<file path="config.mk">
export PLATFORM = sky130hd
export DESIGN_NAME = port_pair_strap_config
export DESIGN_NICKNAME = d
export VERILOG_FILES = /design/src/port_pair_strap_pkg.sv /design/src/strap_sync.sv /design/src/port_pair_strap_config.sv
export VERILOG_INCLUDE_DIRS = /design/src /design/src/src
export SDC_FILE = /design/constraint.sdc
export NUM_CORES = 1
export LEC_CHECK = 0
export BUFFER_PORTS_ARGS = -buffer_cell sky130_fd_sc_hd__buf_2
export CAP_MARGIN = 30
export CORE_AREA = 2 2 63 65
export DETAILED_ROUTE_END_ITERATION = 12
export DIE_AREA = 0 0 65 67
export HOLD_SLACK_MARGIN = 0.1
export PLACE_DENSITY = 0.77
export SYNTH_ARGS = -nofsm -noshare
export SYNTH_HDL_FRONTEND = slang
export SYNTH_SLANG_ARGS = --single-unit
</file>
<file path="constraint.sdc">
create_clock -name core_clk -period 1.5 [get_ports core_clk]
set_input_delay 0.225 -clock core_clk [delete_from_list [all_inputs] [get_ports core_clk]]
set_output_delay 0.225 -clock core_clk [all_outputs]
set_load 0.005 [all_outputs]
</file>
<file path="src/port_pair_strap_params.svh">
// constants for the port pair strap capture block
`ifndef PORT_PAIR_STRAP_PARAMS_SVH
`define PORT_PAIR_STRAP_PARAMS_SVH

`define CORE_CLK_PERIOD_NS   8
`define STRAP_HOLD_CYCLES    10
`define SAMPLE_CNT_W         4
`define ADDR_W               4
`define DATA_W               32
`define REG_CLKSEL_OFFSET    4'h0
`define REG_STATUS_OFFSET    4'h4
`define CLKSEL_PRI_PD_BIT    0
`define CLKSEL_SEC_PD_BIT    1
`define CLKSEL_PRI_OVR_BIT   2
`define CLKSEL_SEC_OVR_BIT   3
`define STAT_MODE_BIT        0
`define STAT_PRI_PD_BIT      1
`define STAT_SEC_PD_BIT      2
`define STAT_DONE_BIT        3
`define STAT_PORTN_PD_BIT    4
`define STAT_PORTN1_PD_BIT   5
`define CLKSEL_RESET         4'h0

`endif

</file>
<file path="src/port_pair_strap_pkg.sv">
// types for the port pair strap capture block
package port_pair_strap_pkg;
    typedef enum logic [1:0] {
        CAP_RESET  = 2'b00,
        CAP_SAMPLE = 2'b01,
        CAP_DONE   = 2'b10
    } capture_state_t;
endpackage

</file>
<file path="src/strap_sync.sv">
// two-flop synchroniser for the strap pins
`timescale 1ns/100ps
`default_nettype none
module strap_sync #(
    parameter int WIDTH = 3
) (
    // clock and reset
    input  wire logic             core_clk,
    input  wire logic             rst,
    // raw and synchronised levels
    input  wire logic [WIDTH-1:0] rawIn,
    output logic      [WIDTH-1:0] syncOut
);
    logic [WIDTH-1:0] meta_r;

    // first stage feeds only the second
    always_ff @(posedge core_clk) begin
        if (rst) begin
            meta_r  <= '0;
            syncOut <= '0;
        end else begin
            meta_r  <= rawIn;
            syncOut <= meta_r;
        end
    end
endmodule
`default_nettype wire

</file>
<file path="src/port_pair_strap_config.sv">
// strap capture and power-down control for one serial port pair
//
// Implementation choices: the plain strobed port and the register addresses.
`timescale 1ns/100ps
`default_nettype none
`include "port_pair_strap_params.svh"
module port_pair_strap_config #(
    parameter int PAIR_BASE = 0,
    parameter int HOLD_CYCLES = `STRAP_HOLD_CYCLES
) (
    // clock and reset
    input  wire logic                core_clk,
    input  wire logic                rst,
    input  wire logic                hardResetLow,
    input  wire logic                testMode,
    // strap pins
    input  wire logic                pairLaneModeStrapIn,
    output logic                     pairLaneModeStrapOut,
    output logic                     pairLaneModeStrapOe,
    input  wire logic                primaryPortPowerDownStrapIn,
    output logic                     primaryPortPowerDownStrapOut,
    output logic                     primaryPortPowerDownStrapOe,
    input  wire logic                secondaryPortPowerDownStrapIn,
    output logic                     secondaryPortPowerDownStrapOut,
    output logic                     secondaryPortPowerDownStrapOe,
    input  wire logic [2:0]          testStrapDrive,
    // register port
    input  wire logic [`ADDR_W-1:0]  regAddr,
    input  wire logic [`DATA_W-1:0]  regWdata,
    input  wire logic                regWrite,
    input  wire logic                regRead,
    output logic      [`DATA_W-1:0]  regRdata,
    // pair configuration
    output logic                     pairSingleLane,
    output logic                     portNEnable,
    output logic                     portN1Enable,
    output logic      [3:0]          laneMacroPowerDown,
    output logic                     portNPowerDown,
    output logic                     portN1PowerDown,
    output logic                     strapsCaptured
);
    ////////////////////////////////////////////////////////////////////////
    // elaboration checks
    if (PAIR_BASE % 2 != 0 || PAIR_BASE < 0 || PAIR_BASE > 6) begin : gBadPairBase
        $error("pair base must be 0, 2, 4 or 6");
    end
    if (HOLD_CYCLES < 1 || HOLD_CYCLES > 15) begin : gBadHoldCycles
        $error("hold cycles must fit the sample counter");
    end

    ////////////////////////////////////////////////////////////////////////
    // synchronisers
    logic [2:0] strapSync;
    logic [1:0] hrstSyncPair;
    logic       hrstMeta_r;
    logic       hrstSync_r;
    logic       hrstPrev_r;

    strap_sync #(.WIDTH(3)) uStrapSync (
        .core_clk (core_clk),
        .rst      (rst),
        .rawIn    ({pairLaneModeStrapIn, primaryPortPowerDownStrapIn,
                    secondaryPortPowerDownStrapIn}),
        .syncOut  (strapSync)
    );

    // hard reset pin synchroniser and release edge history
    always_ff @(posedge core_clk) begin
        if (rst) begin
            hrstMeta_r <= 1'b0;
            hrstSync_r <= 1'b0;
            hrstPrev_r <= 1'b0;
        end else begin
            hrstMeta_r <= hardResetLow;
            hrstSync_r <= hrstMeta_r;
            hrstPrev_r <= hrstSync_r;
        end
    end
    assign hrstSyncPair = {hrstPrev_r, hrstSync_r};

    logic inHardReset;
    assign inHardReset = ~hrstSync_r;

    ////////////////////////////////////////////////////////////////////////
    // capture sequencer
    port_pair_strap_pkg::capture_state_t state_r;
    port_pair_strap_pkg::capture_state_t state_nxt;
    logic [`SAMPLE_CNT_W-1:0]            sampleCnt_r;
    logic [`SAMPLE_CNT_W-1:0]            holdLast;
    assign holdLast = HOLD_CYCLES[`SAMPLE_CNT_W-1:0] - 4'h1;

    // next state: sample during the hold window, then freeze
    always_comb begin
        state_nxt = state_r;
        case (state_r)
            port_pair_strap_pkg::CAP_RESET: begin
                if (hrstSyncPair == 2'b01) begin
                    state_nxt = port_pair_strap_pkg::CAP_SAMPLE;
                end
            end
            port_pair_strap_pkg::CAP_SAMPLE: begin
                if (inHardReset) begin
                    state_nxt = port_pair_strap_pkg::CAP_RESET;
                end else if (sampleCnt_r == holdLast) begin
                    state_nxt = port_pair_strap_pkg::CAP_DONE;
                end
            end
            port_pair_strap_pkg::CAP_DONE: begin
                if (inHardReset) begin
                    state_nxt = port_pair_strap_pkg::CAP_RESET;
                end
            end
            default: state_nxt = port_pair_strap_pkg::CAP_RESET;
        endcase
    end

    // state register
    always_ff @(posedge core_clk) begin
        if (rst) begin
            state_r <= port_pair_strap_pkg::CAP_RESET;
        end else begin
            state_r <= state_nxt;
        end
    end

    // sample window counter
    always_ff @(posedge core_clk) begin
        if (rst || state_r != port_pair_strap_pkg::CAP_SAMPLE) begin
            sampleCnt_r <= '0;
        end else begin
            sampleCnt_r <= sampleCnt_r + 4'h1;
        end
    end

    ////////////////////////////////////////////////////////////////////////
    // captured straps
    logic modeCap_r;
    logic priPdCap_r;
    logic secPdCap_r;
    logic sampleFirst;

    // only the window's first cycle loads: later pin moves fall outside the board's hold time
    assign sampleFirst = (state_r == port_pair_strap_pkg::CAP_SAMPLE) && (sampleCnt_r == '0);

    // load once at the start of the window, hold afterwards
    always_ff @(posedge core_clk) begin
        if (rst) begin
            modeCap_r  <= 1'b0;
            priPdCap_r <= 1'b1;
            secPdCap_r <= 1'b1;
        end else if (sampleFirst) begin
            modeCap_r  <= strapSync[2];
            priPdCap_r <= strapSync[1];
            secPdCap_r <= strapSync[0];
        end
    end

    ////////////////////////////////////////////////////////////////////////
    // clock selection register
    logic [3:0] clkSel_r;
    logic       clkSelWr;
    assign clkSelWr = regWrite && (regAddr == `REG_CLKSEL_OFFSET);

    // software override fields, cleared by any hard reset
    always_ff @(posedge core_clk) begin
        if (rst || inHardReset) begin
            clkSel_r <= `CLKSEL_RESET;
        end else if (clkSelWr) begin
            clkSel_r <= regWdata[3:0];
        end
    end

    logic priPdEff;
    logic secPdEff;
    assign priPdEff = clkSel_r[`CLKSEL_PRI_OVR_BIT] ? clkSel_r[`CLKSEL_PRI_PD_BIT]
                                                    : priPdCap_r;
    assign secPdEff = clkSel_r[`CLKSEL_SEC_OVR_BIT] ? clkSel_r[`CLKSEL_SEC_PD_BIT]
                                                    : secPdCap_r;

    ////////////////////////////////////////////////////////////////////////
    // pair configuration outputs
    logic done;
    assign done = (state_r == port_pair_strap_pkg::CAP_DONE);

    // outputs held safe (powered down) until capture completes
    always_ff @(posedge core_clk) begin
        if (rst || !done) begin
            pairSingleLane     <= 1'b0;
            portNEnable        <= 1'b0;
            portN1Enable       <= 1'b0;
            portNPowerDown     <= 1'b1;
            portN1PowerDown    <= 1'b1;
            laneMacroPowerDown <= 4'hf;
        end else begin
            pairSingleLane     <= modeCap_r;
            portNEnable        <= ~priPdEff;
            portN1Enable       <= modeCap_r & ~priPdEff & ~secPdEff;
            portNPowerDown     <= priPdEff;
            portN1PowerDown    <= priPdEff | secPdEff;
            laneMacroPowerDown <= {4{priPdEff}};
        end
    end
    assign strapsCaptured = done;

    ////////////////////////////////////////////////////////////////////////
    // strap pin drivers, live only in test mode
    assign pairLaneModeStrapOe           = testMode;
    assign primaryPortPowerDownStrapOe   = testMode;
    assign secondaryPortPowerDownStrapOe = testMode;
    assign pairLaneModeStrapOut           = testStrapDrive[2];
    assign primaryPortPowerDownStrapOut   = testStrapDrive[1];
    assign secondaryPortPowerDownStrapOut = testStrapDrive[0];

    ////////////////////////////////////////////////////////////////////////
    // register read port
    logic [`DATA_W-1:0] status;
    always_comb begin
        status = '0;
        status[`STAT_MODE_BIT]      = modeCap_r;
        status[`STAT_PRI_PD_BIT]    = priPdCap_r;
        status[`STAT_SEC_PD_BIT]    = secPdCap_r;
        status[`STAT_DONE_BIT]      = done;
        status[`STAT_PORTN_PD_BIT]  = portNPowerDown;
        status[`STAT_PORTN1_PD_BIT] = portN1PowerDown;
    end

    // read data one cycle after the strobe, zero elsewhere
    always_ff @(posedge core_clk) begin
        if (rst || !regRead) begin
            regRdata <= '0;
        end else begin
            case (regAddr)
                `REG_CLKSEL_OFFSET: regRdata <= {28'h0000000, clkSel_r};
                `REG_STATUS_OFFSET: regRdata <= status;
                default:            regRdata <= '0;
            endcase
        end
    end

    ////////////////////////////////////////////////////////////////////////
    // assertions
    // window length counted apart from the sequencer's own counter
    logic [4:0] windowLen_r;
    always_ff @(posedge core_clk) begin
        if (rst || state_r != port_pair_strap_pkg::CAP_SAMPLE) begin
            windowLen_r <= '0;
        end else if (windowLen_r != 5'h1f) begin
            windowLen_r <= windowLen_r + 5'h1;
        end
    end

    // capture window
    a_sample_window_len: assert property (@(posedge core_clk) disable iff (rst)
        state_r == port_pair_strap_pkg::CAP_DONE
        && $past(state_r) == port_pair_strap_pkg::CAP_SAMPLE
        |-> windowLen_r == HOLD_CYCLES)
        else $error("sampling window differs from the hold length");

    a_capture_first_cycle: assert property (@(posedge core_clk) disable iff (rst)
        sampleFirst |=> modeCap_r == $past(strapSync[2]) && priPdCap_r == $past(strapSync[1])
                        && secPdCap_r == $past(strapSync[0]))
        else $error("straps not taken at the first window cycle");

    a_late_pins_ignored: assert property (@(posedge core_clk) disable iff (rst)
        !sampleFirst |=> $stable(modeCap_r) && $stable(priPdCap_r) && $stable(secPdCap_r))
        else $error("captured strap moved outside the first window cycle");

    a_caps_frozen_done: assert property (@(posedge core_clk) disable iff (rst)
        done && $past(done) |-> $stable(modeCap_r) && $stable(priPdCap_r)
                                && $stable(secPdCap_r))
        else $error("captured strap changed after window");

    a_hard_reset_idle: assert property (@(posedge core_clk) disable iff (rst)
        $past(inHardReset) |-> state_r == port_pair_strap_pkg::CAP_RESET)
        else $error("capture not restarted by hard reset");

    // power and lane outputs
    a_safe_until_done: assert property (@(posedge core_clk) disable iff (rst)
        !$past(done) |-> portNPowerDown && portN1PowerDown && !portNEnable && !portN1Enable
                         && !pairSingleLane && laneMacroPowerDown == 4'hf)
        else $error("pair outputs left the safe state before capture");

    a_primary_down_both: assert property (@(posedge core_clk) disable iff (rst)
        done && $past(done) && $past(priPdEff) |-> portNPowerDown && portN1PowerDown)
        else $error("primary power-down did not stop both ports");

    a_primary_up_n: assert property (@(posedge core_clk) disable iff (rst)
        done && $past(done) && !$past(priPdEff) |-> !portNPowerDown
        && (portN1PowerDown == $past(secPdEff)))
        else $error("primary power-up mishandled");

    a_n_enable_follows: assert property (@(posedge core_clk) disable iff (rst)
        done && $past(done) |-> portNEnable == !$past(priPdEff)
                                && pairSingleLane == $past(modeCap_r))
        else $error("port n enable or lane mode off its source");

    a_n1_enable_follows: assert property (@(posedge core_clk) disable iff (rst)
        done && $past(done) |-> portN1Enable == ($past(modeCap_r) && !$past(priPdEff)
                                                 && !$past(secPdEff)))
        else $error("port n+1 enable off its source");

    a_lanes_together: assert property (@(posedge core_clk) disable iff (rst)
        laneMacroPowerDown == 4'h0 || laneMacroPowerDown == 4'hf)
        else $error("lanes powered down individually");

    a_four_lane_n1_off: assert property (@(posedge core_clk) disable iff (rst)
        done && $past(done) && !$past(modeCap_r) |-> !portN1Enable && !pairSingleLane)
        else $error("port n+1 available in four-lane mode");

    // software overrides, hard reset and status
    a_override_pri: assert property (@(posedge core_clk) disable iff (rst)
        clkSelWr && !inHardReset && regWdata[`CLKSEL_PRI_OVR_BIT] && done
        ##1 done |=> portNPowerDown == $past(regWdata[`CLKSEL_PRI_PD_BIT], 2))
        else $error("primary override not applied");

    a_override_sec: assert property (@(posedge core_clk) disable iff (rst)
        clkSelWr && !inHardReset && regWdata[`CLKSEL_SEC_OVR_BIT] && done
        && !priPdEff && !regWdata[`CLKSEL_PRI_OVR_BIT]
        ##1 done |=> portN1PowerDown == $past(regWdata[`CLKSEL_SEC_PD_BIT], 2))
        else $error("secondary override not applied");

    a_hard_reset_clears: assert property (@(posedge core_clk) disable iff (rst)
        $past(inHardReset) |-> clkSel_r == `CLKSEL_RESET)
        else $error("override fields survived a hard reset");

    a_status_read: assert property (@(posedge core_clk) disable iff (rst)
        $past(regRead) && !$past(rst) && $past(regAddr) == `REG_STATUS_OFFSET
        |-> regRdata[`STAT_MODE_BIT] == $past(modeCap_r)
            && regRdata[`STAT_DONE_BIT] == $past(done))
        else $error("status read does not show the captured mode");

    // strap pin drivers
    a_drivers_test_only: assert property (@(posedge core_clk) disable iff (rst)
        (pairLaneModeStrapOe || primaryPortPowerDownStrapOe
         || secondaryPortPowerDownStrapOe) |-> testMode)
        else $error("strap driver enabled outside test mode");
endmodule
`default_nettype wire

</file>
After elaboration in Yosys (flattened, before gate mapping)
Cells that the tools add are included.
{"block": "word_totals", "reg_bits": 60, "input_bits": 48, "output_inout_bits": 48, "wordCells": 54}
{"block": "op_classes", "n_addsub": 1, "n_eq_ne": 9, "mux": 8, "bitwise": 6, "n_reduce_logical": 12}
{"op": "case mux 6 bit (2 select lines)", "count": 1}
{"op": "logical NOT 4 bit", "count": 2}
{"op": "two-way mux 2 bit", "count": 4}
{"op": "case mux 2 bit (3 select lines)", "count": 1}
{"op": "adder 4 x 1 -> 4 bit, second input constant", "count": 1}
{"op": "equality test 2 x 1 -> 1 bit, second input constant", "count": 2}
{"op": "equality test 4 x 3 -> 1 bit, second input constant", "count": 1}
{"op": "equality test 4 bit, second input constant", "count": 1}
{"op": "logical OR 1 bit", "count": 4}
{"op": "inequality test 2 bit, second input constant", "count": 2}
{"op": "inequality test 3 bit, second input constant", "count": 1}
{"op": "inverter 1 bit", "count": 3}
{"op": "AND reduction 3 bit", "count": 1}
{"op": "bitwise AND 1 bit", "count": 2}
{"op": "equality test 2 bit, second input constant", "count": 1}
{"op": "logical AND 1 bit", "count": 2}
{"op": "logical NOT 1 bit", "count": 2}
{"op": "logical NOT 2 bit", "count": 1}
{"op": "two-way mux 1 bit", "count": 2}
{"op": "inequality test 2 x 1 -> 1 bit, second input constant", "count": 1}
{"op": "bitwise OR 1 bit", "count": 1}

Logic depth before layout (Yosys ltp)
Gate-level depths: netlist of run 1.
{"block": "depth", "word_depth": 4, "mapped_depth": 5, "ltp_nobuf": 5}

By module
From an unflattened synthesis of run 1, not the netlist that was laid out.
{"block": "unflattened", "hier_cells": 148, "area_unflattened_um2": 1453.9}
{"module": "port_pair_strap_config", "n_inst": 1, "cells_per_inst": 136, "area_each_um2": 1296.2, "seq_area_each_um2": 540.5}
{"module": "strap_sync", "n_inst": 1, "cells_per_inst": 12, "area_each_um2": 157.7, "seq_area_each_um2": 120.1}

Worst setup path after synthesis of run 1
OpenSTA, ideal clock, no wires.
{"block": "synth_path", "kind": "reg2reg", "start": "register state_r[1]", "end": "register modeCap_r", "setup_time_ps": 72, "arrival_time_ps": 1032, "required_time_ps": 1428, "slack_ps": 397, "path_stages_with_launch": 4, "n_path_buf": 0, "synth_period_minus_slack_ps": 1103, "path_cell_list": "dfxtp_1 -> nand2b_1 -> nor4b_4 -> mux2i_1"}
{"block": "synth_via", "elab_chain_cells": 2}
{"item": "from (decl)", "line_no": "port_pair_strap_config.sv:86", "text": "port_pair_strap_pkg::capture_state_t state_r;"}
{"item": "from (signal assigned)", "line_no": "port_pair_strap_config.sv:120", "text": "state_r <= port_pair_strap_pkg::CAP_RESET;"}
{"item": "from (signal assigned)", "line_no": "port_pair_strap_config.sv:122", "text": "state_r <= state_nxt;"}
{"item": "equality test 2 x 1 -> 1 bit", "line_no": "port_pair_strap_config.sv:143", "text": "assign sampleFirst = (state_r == port_pair_strap_pkg::CAP_SAMPLE) && (sampleCnt_r == '0);"}
{"item": "logical AND 1 bit", "line_no": "port_pair_strap_config.sv:143"}
{"item": "to (signal assigned)", "line_no": "port_pair_strap_config.sv:152", "text": "modeCap_r <= strapSync[2];"}
{"item": "to (decl)", "line_no": "port_pair_strap_config.sv:137", "text": "logic modeCap_r;"}
Every way passes these cells.
A chain may end at the register's enable or synchronous reset.

Worst setup path in the final report of run 1
{"block": "layout_path", "start": "register state_r[1]", "end": "output port strapsCaptured"}
{"block": "layout_via", "elab_chain_cells": 1}
{"item": "equality test 2 bit", "line_no": "port_pair_strap_config.sv:183", "text": "assign done = (state_r == port_pair_strap_pkg::CAP_DONE);"}
{"item": "to (decl)", "line_no": "port_pair_strap_config.sv:40", "text": "output logic strapsCaptured"}
Every way passes these cells.

==> metrics.md, run 1 <==
| Metric | Value |
|---|---|
| Run status | finished, final reports clean |
| Post-Syn Instances | 149 |
| Length of the first detailed-routing pass in iterations | 4 |
| HPWL after DPL | 1580 um |
| Vias in the first global route | 755 |
| Master of the slowest instance on the critical path | dfxtp_1 |
| CTS H-tree depth | 2 |
| Horizontal die dimension | about 65 um |
| Total routed wirelength | approximately 2100 um |
| Worst clock skew | 2.83 ps |
| Clock transition at the registers of the reported paths | about 60 ps |
| Number of warnings reported in the yosys synthesis log | 0 |
| Number of hold violations in the final report | 0 |
| Iteration-0 DRC count of the detailed router | 45 |
| Total negative slack | 0 ps |
| Library cell with the highest instance count after synthesis | buf_4 |
| Total of hold buffers inserted after clock tree synthesis | 0 |
| Peak VDD IR | 0.572 mV |
| RePlAce Congestion | 0.774 |
| Wire length of the first global-routing pass | 3280 um |
| Synth area leaders | dfxtp_1, buf_4, mux2i_1 |
| Worst hold path depth | 2 |
| Worst reg2reg startpoint | state_r[0]$_SDFFE_PP0P_ |
| Clock tree root driver cell | clkbuf_8 |
| Max FO, Critical Path | 4 |
| Maximum single-stage delay on the critical path | roughly 360 ps |
| Fraction of the cycle the final worst path needs | 0.879 |
| Worst-Margin Slew | between 600 and 700 ps |
| Cts repair resizes | 0 |
| Remaining Overflow, GRT | 0 |
| Final-stage net count | around 230 |
| Dominant synthesized flop cell | dfxtp_1 |
| Number of enable-type register cells in the synthesized netlist | 0 |
| Pre-CTS worst setup slack | 267 ps |
| Count of final max-slew check failures | 0 |
| Post-detailed-route via-to-cell ratio | between 3 and 4 |
| Achievable Freq | approximately 760 MHz |
| CP endpoint kind | output port |
| Data required time at the worst endpoint | roughly 1300 ps |
| Core Area | roughly 0.0036 mm^2 |
| Number of port buffers | 31 |
| Area added between synthesis and finish | 10.2% |
| Worst Slack Setup Final | 182 ps |
| Number of distinct standard cells referenced by the synthesized netlist | 27 |
| Type of the worst setup path | reg -> out |
| Critical path startpoint category | flip-flop |
| Capturing point of the worst reg2reg path | secPdCap_r$_SDFFE_PP1P_ |
| Standard-cell rows | 22 |
| Largest net degree at the start of global routing | 17 |
| Part of the Yosys area used for sequential elements | 0.452 |
| Cell Area, Synth | 0.00146 mm^2 |
| CTS max path bufs | 2 |
| Placed Cells | roughly 220 |
| Remaining antenna violation count after routing | 0 |
| Layout cell share with drive strength beyond 1 | 0.251 |
| Number of top-level design ports | 96 |
| Setup repair after global routing missed its margin | no |
| Number of buffers created by CTS | 5 |
| Total vias in the final route | a little under 900 |
| Hold Path End | uStrapSync.meta_r[1]$_SDFF_PP0_ |
| Total die area | around 0.0044 mm^2 |
| Reg-to-reg setup timing slack | 270 ps |
| Clock latency at the later pin of the worst-skew pair | 280 ps |
| Cell Chain, Critical Path | nor2b_1 > buf_2 |
| Die outline height | roughly 67 um |
| Post-route minimum period | about 1300 ps |
| Crit path DAT | 1090 ps |
| Syn Area/Cell | 9.80 um^2 |
| Post-synth top cells | buf_4, dfxtp_1, nor2_1 |
| Leakage component of the power | roughly 0.74 nW |
| Wire per inst | approximately 9.4 um |
| Number of clock sinks seen by CTS | 33 |
| Clock tree from TritonCTS | done |
| GR Util All Layers | 0.103 |
| Residual DRC | 0 |
| Power per cell area | approximately 1100 mW/mm^2 |
| Number of diodes | 0 |
| Number of antenna violations at the first check in global routing | 0 |
| Final Instance Count excl. Fillers | about 220 |
| Startpoint of the worst hold path | primaryPortPowerDownStrapIn |
| Yosys top cell area share | 0.452 |
| Final count of negative-setup-slack endpoints | 0 |
| Worst r2r path cells | 3 |
| Starting utilization of the core area | 0.405 |
| Path class of the lowest-slack min-delay path | in -> reg |
| Number of setup buffers added after CTS | 0 |
| Proportion of synthesized flip-flops having asynchronous set or reset | 0 |
| Post-layout util | 0.446 |
| Top cell type by total area after synthesis | dfxtp_1 |
| Number of maximum-capacitance violations | 0 |
| Number of register bits inferred by synthesis | 33 |
| Slew headroom | 0.582 |
-- critical path, delay by kind of cell, from the launching register on --
| family | cells | cell delay (ps) |
|---|---|---|
| flip-flops | 1 | 360 |
| AND/OR/NAND/NOR | 1 | 290 |
| buffers and inverters | 1 | 170 |
-- layout by cell type (no fill, tap or decap), types with 4 or more instances in the layout --
master,Yosys,final
buf_2,2,31
nor2_1,14,14
nand2_1,10,10
inv_1,4,4
dfxtp_1,33,33
mux2i_1,9,9
nand2b_1,4,4
conb_1,1,26
a22oi_1,4,4
nor2b_1,11,11
clkbuf_8,0,6
-- layer usage --
metal	up-vias	global-route usage	share of wire
met1	370	0.118	0.47
met4	0	0.0691	0.015
met2	47	0.149	0.41
met3	5	0.0507	0.11
li1	464	-	-
met5	-	0	0
-- cell type report --
type,instances,area [um^2]
timing repair buffer,32,163
sequential,33,661
tap,48,60.1
fill,361,2000
clock buffer,7,86.3
inverter,4,15.0
clock inverter,1,30.0
multi-input combinational,98,594
-- flip-flops by register name, summed over array words and instances, names as in the netlist, 2 cells and up --
name / count
uStrapSync.syncOut: 3
regRdata: 6
uStrapSync.meta_r: 3
clkSel_r: 4
sampleCnt_r: 4
state_r: 2
-- worst max-delay path by stage --
stage	to	from	slack, ps	cells after the start
6_report	strapsCaptured	state_r[1]$_SDFFE_PP0P_	180	2
5_1_grt	strapsCaptured	state_r[1]$_SDFFE_PP0P_	140	2
4_1_cts	strapsCaptured	state_r[1]$_SDFFE_PP0P_	180	2
3_5_place_dp	state_r[0]$_SDFFE_PP0P_	rst	270	3
3_3_place_gp	clkSel_r[0]$_SDFFE_PP0P_	regAddr[3]	320	4
2_1_floorplan	modeCap_r$_SDFFE_PP0P_	state_r[1]$_SDFFE_PP0P_	400	3
-- stage by stage --
stage | cell area, um^2 | total power, mW | hold WS (ps)
after CTS | 1610 | 1.84 | 146
after detailed placement | 1490 | 1.00 | 425
final | 1610 | 1.82 | 154
after global placement | 1490 | 0.998 | 417
after floorplan | 1550 | 1.03 | 353
after global routing | 1610 | 1.90 | 147
-- cell families after synthesis --
logic type,share of synthesized area
AOI/OAI and AO/OA,0.0291
xor gates and xnor gates,0.0120
adders and majority gates,0.0257
buffers and inverters,0.205
DFF,0.452
muxes,0.0617
other,0.00257
and+or+nand+nor,0.212
-- power breakdown --
| group | internal, mW | switching (mW) | leakage, nW |
|---|---|---|---|
| sequential | 0.891 | 0.00570 | 0.268 |
| combinational | 0.0352 | 0.0494 | 0.411 |
| clock | 0.541 | 0.300 | 0.0585 |
| total | 1.47 | 0.355 | 0.738 |
Power figures use the tool's default switching activity.
==> run 2: changes to the inputs <==
--- a/config.mk
+++ b/config.mk
@@ -13,6 +13,7 @@
 export DIE_AREA = 0 0 65 67
 export HOLD_SLACK_MARGIN = 0.1
 export PLACE_DENSITY = 0.77
+export REMOVE_ABC_BUFFERS = 1
 export SYNTH_ARGS = -nofsm -noshare
 export SYNTH_HDL_FRONTEND = slang
 export SYNTH_SLANG_ARGS = --single-unit
==> metrics.md, run 2 (synthesis gave the netlist of run 1 again) <==
| Metric | Value |
|---|---|
| Layout cell share with drive strength beyond 1 | 0.256 |
| CTS H-tree depth | 2 |
| HPWL after DPL | ~1700 um |
| Total vias in the final route | 916 |
| Iteration-0 DRC count of the detailed router | 55 |
| Pre-CTS worst setup slack | ~250 ps |
| Cell Chain, Critical Path | nor2b_1 > buf_2 |
| Cts repair resizes | 0 |
| Largest net degree at the start of global routing | 15 |
| Slew headroom | 0.656 |
| Number of diodes | 0 |
| Path class of the lowest-slack min-delay path | in -> reg |
| Length of the first detailed-routing pass in iterations | 2 |
| Registers with the highest flip-flop counts | regRdata x6, clkSel_r x4, sampleCnt_r x4 |
| Worst-Margin Slew | between 500 and 600 ps |
| Startpoint of the worst hold path | secondaryPortPowerDownStrapIn |
| Worst r2r path cells | 3 |
| Achievable Freq | between 700 and 800 MHz |
| Reg-to-reg setup timing slack | 240 ps |
| Count of final max-slew check failures | 0 |
| Total die area | between 0.004 and 0.005 mm^2 |
| GR Util All Layers | 0.115 |
| Total negative slack | 0 ps |
| Most flops, register | regRdata |
| Total routed wirelength | 2210 um |
| Combined buffer and inverter count along the critical path | 1 |
| Peak VDD IR | 0.588 mV |
| Core Area | between 0.003 and 0.004 mm^2 |
| Clock tree root driver cell | clkbuf_8 |
| Die outline height | 67 um |
| RePlAce Congestion | around 0.72 |
| WL met3 | about 340 um |
| Clock tree from TritonCTS | done |
| Number of clock sinks seen by CTS | 33 |
| Worst clock skew | approximately 5.5 ps |
| Critical path startpoint category | flip-flop |
| Routed length on met1 | 895 um |
| Clock latency at the later pin of the worst-skew pair | approximately 280 ps |
| Residual DRC | 0 |
| Remaining antenna violation count after routing | 0 |
| Post-layout util | 0.448 |
| Leading cell types in the layout, fill and taps excluded | dfxtp_1, buf_2, conb_1 |
| Number of hold violations in the final report | 0 |
| Wire per inst | 9.85 um |
| Capturing point of the worst reg2reg path | priPdCap_r$_SDFFE_PP1P_ |
| Final count of negative-setup-slack endpoints | 0 |
| Number of maximum-capacitance violations | 0 |
| Post-route minimum period | 1270 ps |
| Standard-cell rows | 22 |
| Setup repair after global routing missed its margin | no |
| CTS max path bufs | 2 |
| Crit path DAT | roughly 1100 ps |
| Largest register FFs | 6 |
| Leakage component of the power | approximately 0.74 nW |
| Filler instances | between 300 and 400 |
| Worst hold path depth | 2 |
| Max FO, Critical Path | 4 |
| Worst Slack Setup Final | between 200 and 250 ps |
| Largest delay contributor family on the critical path | flip-flops |
| Area added between synthesis and finish | 10.7% |
| Top routing layer in use | met4 |
| Type of the worst setup path | reg -> out |
| Wire length of the first global-routing pass | ~3400 um |
| Number of buffers created by CTS | 5 |
| Starting utilization of the core area | 0.405 |
| Number of setup buffers added after CTS | 0 |
| Total of hold buffers inserted after clock tree synthesis | 0 |
| Power per cell area | approximately 1100 mW/mm^2 |
| Hold Path End | uStrapSync.meta_r[0]$_SDFF_PP0_ |
| Remaining Overflow, GRT | 0 |
| Vias in the first global route | 764 |
| Clock transition at the registers of the reported paths | about 60 ps |
| Total length of routed met2 wires | approximately 910 um |
| Maximum single-stage delay on the critical path | between 300 and 400 ps |
| Number of port buffers | 31 |
| Horizontal die dimension | 65 um |
| Master of the slowest instance on the critical path | dfxtp_1 |
| Number of top-level design ports | 96 |
| Final-stage net count | approximately 230 |
| Data required time at the worst endpoint | around 1300 ps |
| Run status | finished, final reports clean |
| Fraction of the cycle the final worst path needs | 0.848 |
| Number of antenna violations at the first check in global routing | 0 |
| Most common cell after layout, fill and taps aside | dfxtp_1 |
| CP endpoint kind | output port |
| Worst reg2reg startpoint | state_r[1]$_SDFFE_PP0P_ |
| Post-detailed-route via-to-cell ratio | slightly above 4 |
## run 2: through the flow
step | total power [mW] | hold WS, ps | cells | cell area [um^2]
final | 1.83 | 146 | 224 | 1620
after detailed placement | 1.00 | 420 | 216 | 1500
after floorplan | 0.960 | 297 | 135 | 1270
after CTS | 1.86 | 131 | 224 | 1620
after global placement | 0.999 | 417 | 216 | 1500
after global routing | 1.93 | 144 | 224 | 1620
## run 2: layer usage
layer  track usage  vias to the layer above
li1              -                      466
met1         0.109                      389
met2         0.169                       55
met3        0.0929                        6
met4        0.0798                        0
met5             0                        -
## run 2: worst max path at each step
| stage | startpoint | to | slack, ps | depth (start not counted) |
|---|---|---|---|---|
| final | state_r[1]$_SDFFE_PP0P_ | strapsCaptured | 230 | 2 |
| after global routing | state_r[0]$_SDFFE_PP0P_ | priPdCap_r$_SDFFE_PP1P_ | 120 | 3 |
| after CTS | state_r[0]$_SDFFE_PP0P_ | priPdCap_r$_SDFFE_PP1P_ | 220 | 3 |
| after detailed placement | state_r[0]$_SDFFE_PP0P_ | priPdCap_r$_SDFFE_PP1P_ | 250 | 3 |
| after global placement | regAddr[3] | clkSel_r[3]$_SDFFE_PP0P_ | 320 | 4 |
| after floorplan | state_r[1]$_SDFFE_PP0P_ | modeCap_r$_SDFFE_PP0P_ | 400 | 3 |
## run 2: final cells by class
type,count,area [um^2],area share
tap,48,60.1,0.0372
clock buffer,7,86.3,0.0534
sequential,33,661,0.409
inverter,4,15.0,0.00929
clock inverter,1,30.0,0.0186
timing repair buffer,33,170,0.105
multi-input combinational,98,594,0.368
## run 2: worst register-to-register path, cell delays in order (launching register included)
cell	delay, ps
dfxtp_1	340
nand2b_1	220
nor4b_4	420
mux2i_1	220
## run 2: report_power, final
| group | total, mW | leakage [nW] | switching [mW] | internal, mW |
|---|---|---|---|---|
| sequential | 0.897 | 0.268 | 0.00559 | 0.891 |
| clock | 0.849 | 0.0585 | 0.308 | 0.541 |
| combinational | 0.0851 | 0.417 | 0.0491 | 0.0360 |
==> run 3: changes to the inputs <==
--- a/config.mk
+++ b/config.mk
@@ -8,11 +8,11 @@
 export LEC_CHECK = 0
 export BUFFER_PORTS_ARGS = -buffer_cell sky130_fd_sc_hd__buf_2
 export CAP_MARGIN = 30
-export CORE_AREA = 2 2 63 65
+export CORE_AREA = 2 2 66 68
 export DETAILED_ROUTE_END_ITERATION = 12
-export DIE_AREA = 0 0 65 67
+export DIE_AREA = 0 0 68 70
 export HOLD_SLACK_MARGIN = 0.1
-export PLACE_DENSITY = 0.77
+export PLACE_DENSITY = 0.73
 export REMOVE_ABC_BUFFERS = 1
 export SYNTH_ARGS = -nofsm -noshare
 export SYNTH_HDL_FRONTEND = slang
==> constraint.sdc (replaced) <==
create_clock -name core_clk -period 1.1 [get_ports core_clk]
set_input_delay 0.165 -clock core_clk [delete_from_list [all_inputs] [get_ports core_clk]]
set_output_delay 0.165 -clock core_clk [all_outputs]
set_load 0.005 [all_outputs]
==> metrics.md, run 3 (synthesis gave the netlist of run 1 again) <==
| Metric | Value |
|---|---|
| Footprint of the multi-input gates | between 600 and 700 um^2 |
| Sequential Power Share | 0.485 |
| Remaining antenna violation count after routing | 0 |
| Length of the first detailed-routing pass in iterations | 4 |
| Worst reg2reg startpoint | sampleCnt_r[1]$_SDFF_PP0_ |
| Master of the slowest instance on the critical path | dfxtp_2 |
| Total routed wirelength | around 2300 um |
| Post-route minimum period | 1140 ps |
| Switching power summed over all nets | 499 uW |
| Largest register FFs | 6 |
| Total negative slack | -51.8 ps |
| Beginning of the critical path | state_r[0]$_SDFFE_PP0P_ |
| Largest delay contributor family on the critical path | flip-flops |
| Filler instances | 426 |
| Die outline height | 70 um |
| Leakage component of the power | between 0.8 and 0.9 nW |
| Iteration-0 DRC count of the detailed router | 22 |
| Type of the worst setup path | reg -> out |
| Internal portion of total power | just over 2 mW |
| Max FO, Critical Path | 4 |
| CTS H-tree depth | 2 |
| Clock tree from TritonCTS | done |
| Count of final max-slew check failures | 0 |
| CP endpoint kind | output port |
| Overall power of the completed layout | about 2.5 mW |
| Horizontal die dimension | around 68 um |
| Net switching fraction of the power | 0.198 |
| Crit path DAT | about 980 ps |
| Logic pwr share | 0.056 |
| Maximum single-stage delay on the critical path | approximately 340 ps |
| Standard-cell rows | 24 |
| Number of hold violations in the final report | 0 |
| Remaining Overflow, GRT | 0 |
| Total die area | 0.00476 mm^2 |
| Residual DRC | 0 |
| Wire length of the first global-routing pass | roughly 3800 um |
| Number of buffers created by CTS | 5 |
| Wire per inst | roughly 9.7 um |
| Startpoint of the worst hold path | regWdata[0] |
| Hold Path End | clkSel_r[0]$_SDFFE_PP0P_ |
| Number of maximum-capacitance violations | 0 |
| Power per cell area | 1400 mW/mm^2 |
| Registers with the highest flip-flop counts | regRdata x6, clkSel_r x4, sampleCnt_r x4 |
| HPWL after DPL | approximately 1700 um |
| Placed Cells | 226 |
| Data required time at the worst endpoint | between 900 and 1000 ps |
| RePlAce Congestion | slightly below 0.8 |
| Worst Slack Setup Final | -42.9 ps |
| Number of top-level design ports | 96 |
| Number of port buffers | 31 |
| Path class of the lowest-slack min-delay path | in -> reg |
| Worst Hold Slack | 114 ps |
| Number of diodes | 0 |
| Vias in the first global route | between 900 and 1000 |
| Total cell area at the placement stage | ~0.0016 mm^2 |
| Combined buffer and inverter count along the critical path | 2 |
| Relative contribution of the clock network to total power | 0.459 |
| CTS max path bufs | 2 |
| Most flops, register | regRdata |
| Starting utilization of the core area | 0.352 |
| Peak VDD IR | 0.599 mV |
| Clock transition at the registers of the reported paths | ~70 ps |
| Fraction of the cycle the final worst path needs | 1.04 |
| Final Instance Count excl. Fillers | between 200 and 250 |
| Total area of sequential cells | roughly 660 um^2 |
| Worst hold path depth | 3 |
| Area added between synthesis and finish | 23.6% |
| Leading cell types in the layout, fill and taps excluded | buf_2, dfxtp_1, conb_1 |
| Number of antenna violations at the first check in global routing | 0 |
| Area of all placed cells without fillers | between 0.0015 and 0.002 mm^2 |
| Clock tree root driver cell | clkbuf_8 |
| Core Area | around 0.0041 mm^2 |
| Clock latency at the later pin of the worst-skew pair | roughly 280 ps |
| Reg-to-reg setup timing slack | -10 ps |
| Capturing point of the worst reg2reg path | state_r[0]$_SDFFE_PP0P_ |
| Layout cell share with drive strength beyond 1 | 0.346 |
| Post-detailed-route via-to-cell ratio | between 4 and 5 |
| Critical path startpoint category | flip-flop |
| Total vias in the final route | approximately 980 |
| Worst r2r path cells | 6 |
| GR Util All Layers | 0.107 |
| Final count of negative-setup-slack endpoints | 2 |
| Setup repair after global routing missed its margin | yes |
| Most common cell after layout, fill and taps aside | buf_2 |
| Number of clock sinks seen by CTS | 33 |
| Final-stage net count | 241 |
| Largest net degree at the start of global routing | 12 |
| Worst clock skew | between 7 and 8 ps |
| Run status | complete, but fails checks |
| Cell Chain, Critical Path | buf_6 > nor2b_4 > buf_2 |
| Achievable Freq | a little under 900 MHz |
| Violations in the final reports | setup timing |
-- run 3: power by group through the flow --
stage,combinational (mW),clock (mW),sequential [mW]
final,0.140,1.16,1.22
after global routing,0.160,1.24,1.22
after CTS,0.137,1.18,1.22
after detailed placement,0.122,0,1.25
after global placement,0.120,0,1.25
after floorplan,0.0616,0,1.25
-- run 3: through the flow --
| step | setup WS, ps | util |
|---|---|---|
| after global routing | -87.8 | 0.435 |
| after global placement | -55.8 | 0.374 |
| after floorplan | -3.47 | - |
| after detailed placement | -98.3 | 0.374 |
| final | -42.9 | 0.435 |
| after CTS | -34.6 | 0.422 |
-- run 3: how the worst max path moves through the flow --
stage	end	slack, ps	cells after the start
after CTS	strapsCaptured	-30	3
after global placement	secPdCap_r$_SDFFE_PP1P_	-60	3
final	strapsCaptured	-40	3
after floorplan	modeCap_r$_SDFFE_PP0P_	-3	3
after global routing	strapsCaptured	-90	3
after detailed placement	priPdCap_r$_SDFFE_PP1P_	-100	3
-- run 3: tightest hold or removal path, cell delays in order --
cell and delay [ps]:
buf_2 100, nand2_1 40, mux2i_1 50
-- run 3: final cells by class --
class | instances | area share
Sequential cell | 33 | 0.368
Multi-Input combinational cell | 98 | 0.354
Timing Repair Buffer | 48 | 0.169
Clock buffer | 7 | 0.0479
Tap cell | 52 | 0.0361
Clock inverter | 1 | 0.0166
Inverter | 4 | 0.00832
-- run 3: metal layers --
layer / routed length [um] / vias to the layer above / GRT usage
li1: - / 495 / -
met3: 258 / 5 / 0.0580
met5: 0 / - / 0
met1: 914 / 439 / 0.112
met4: 41 / 0 / 0.0533
met2: 1130 / 45 / 0.170
-- run 3: repair_timing --
action                                 4_1_cts  5_1_grt
setup endpoints to repair                    5        8
gates resized for setup                      7        9
pin swaps                                    1        3
endpoints found under the hold margin        4        0
gates cloned                                 0        0
hold buffers                                 4        0
setup buffers                                3        2
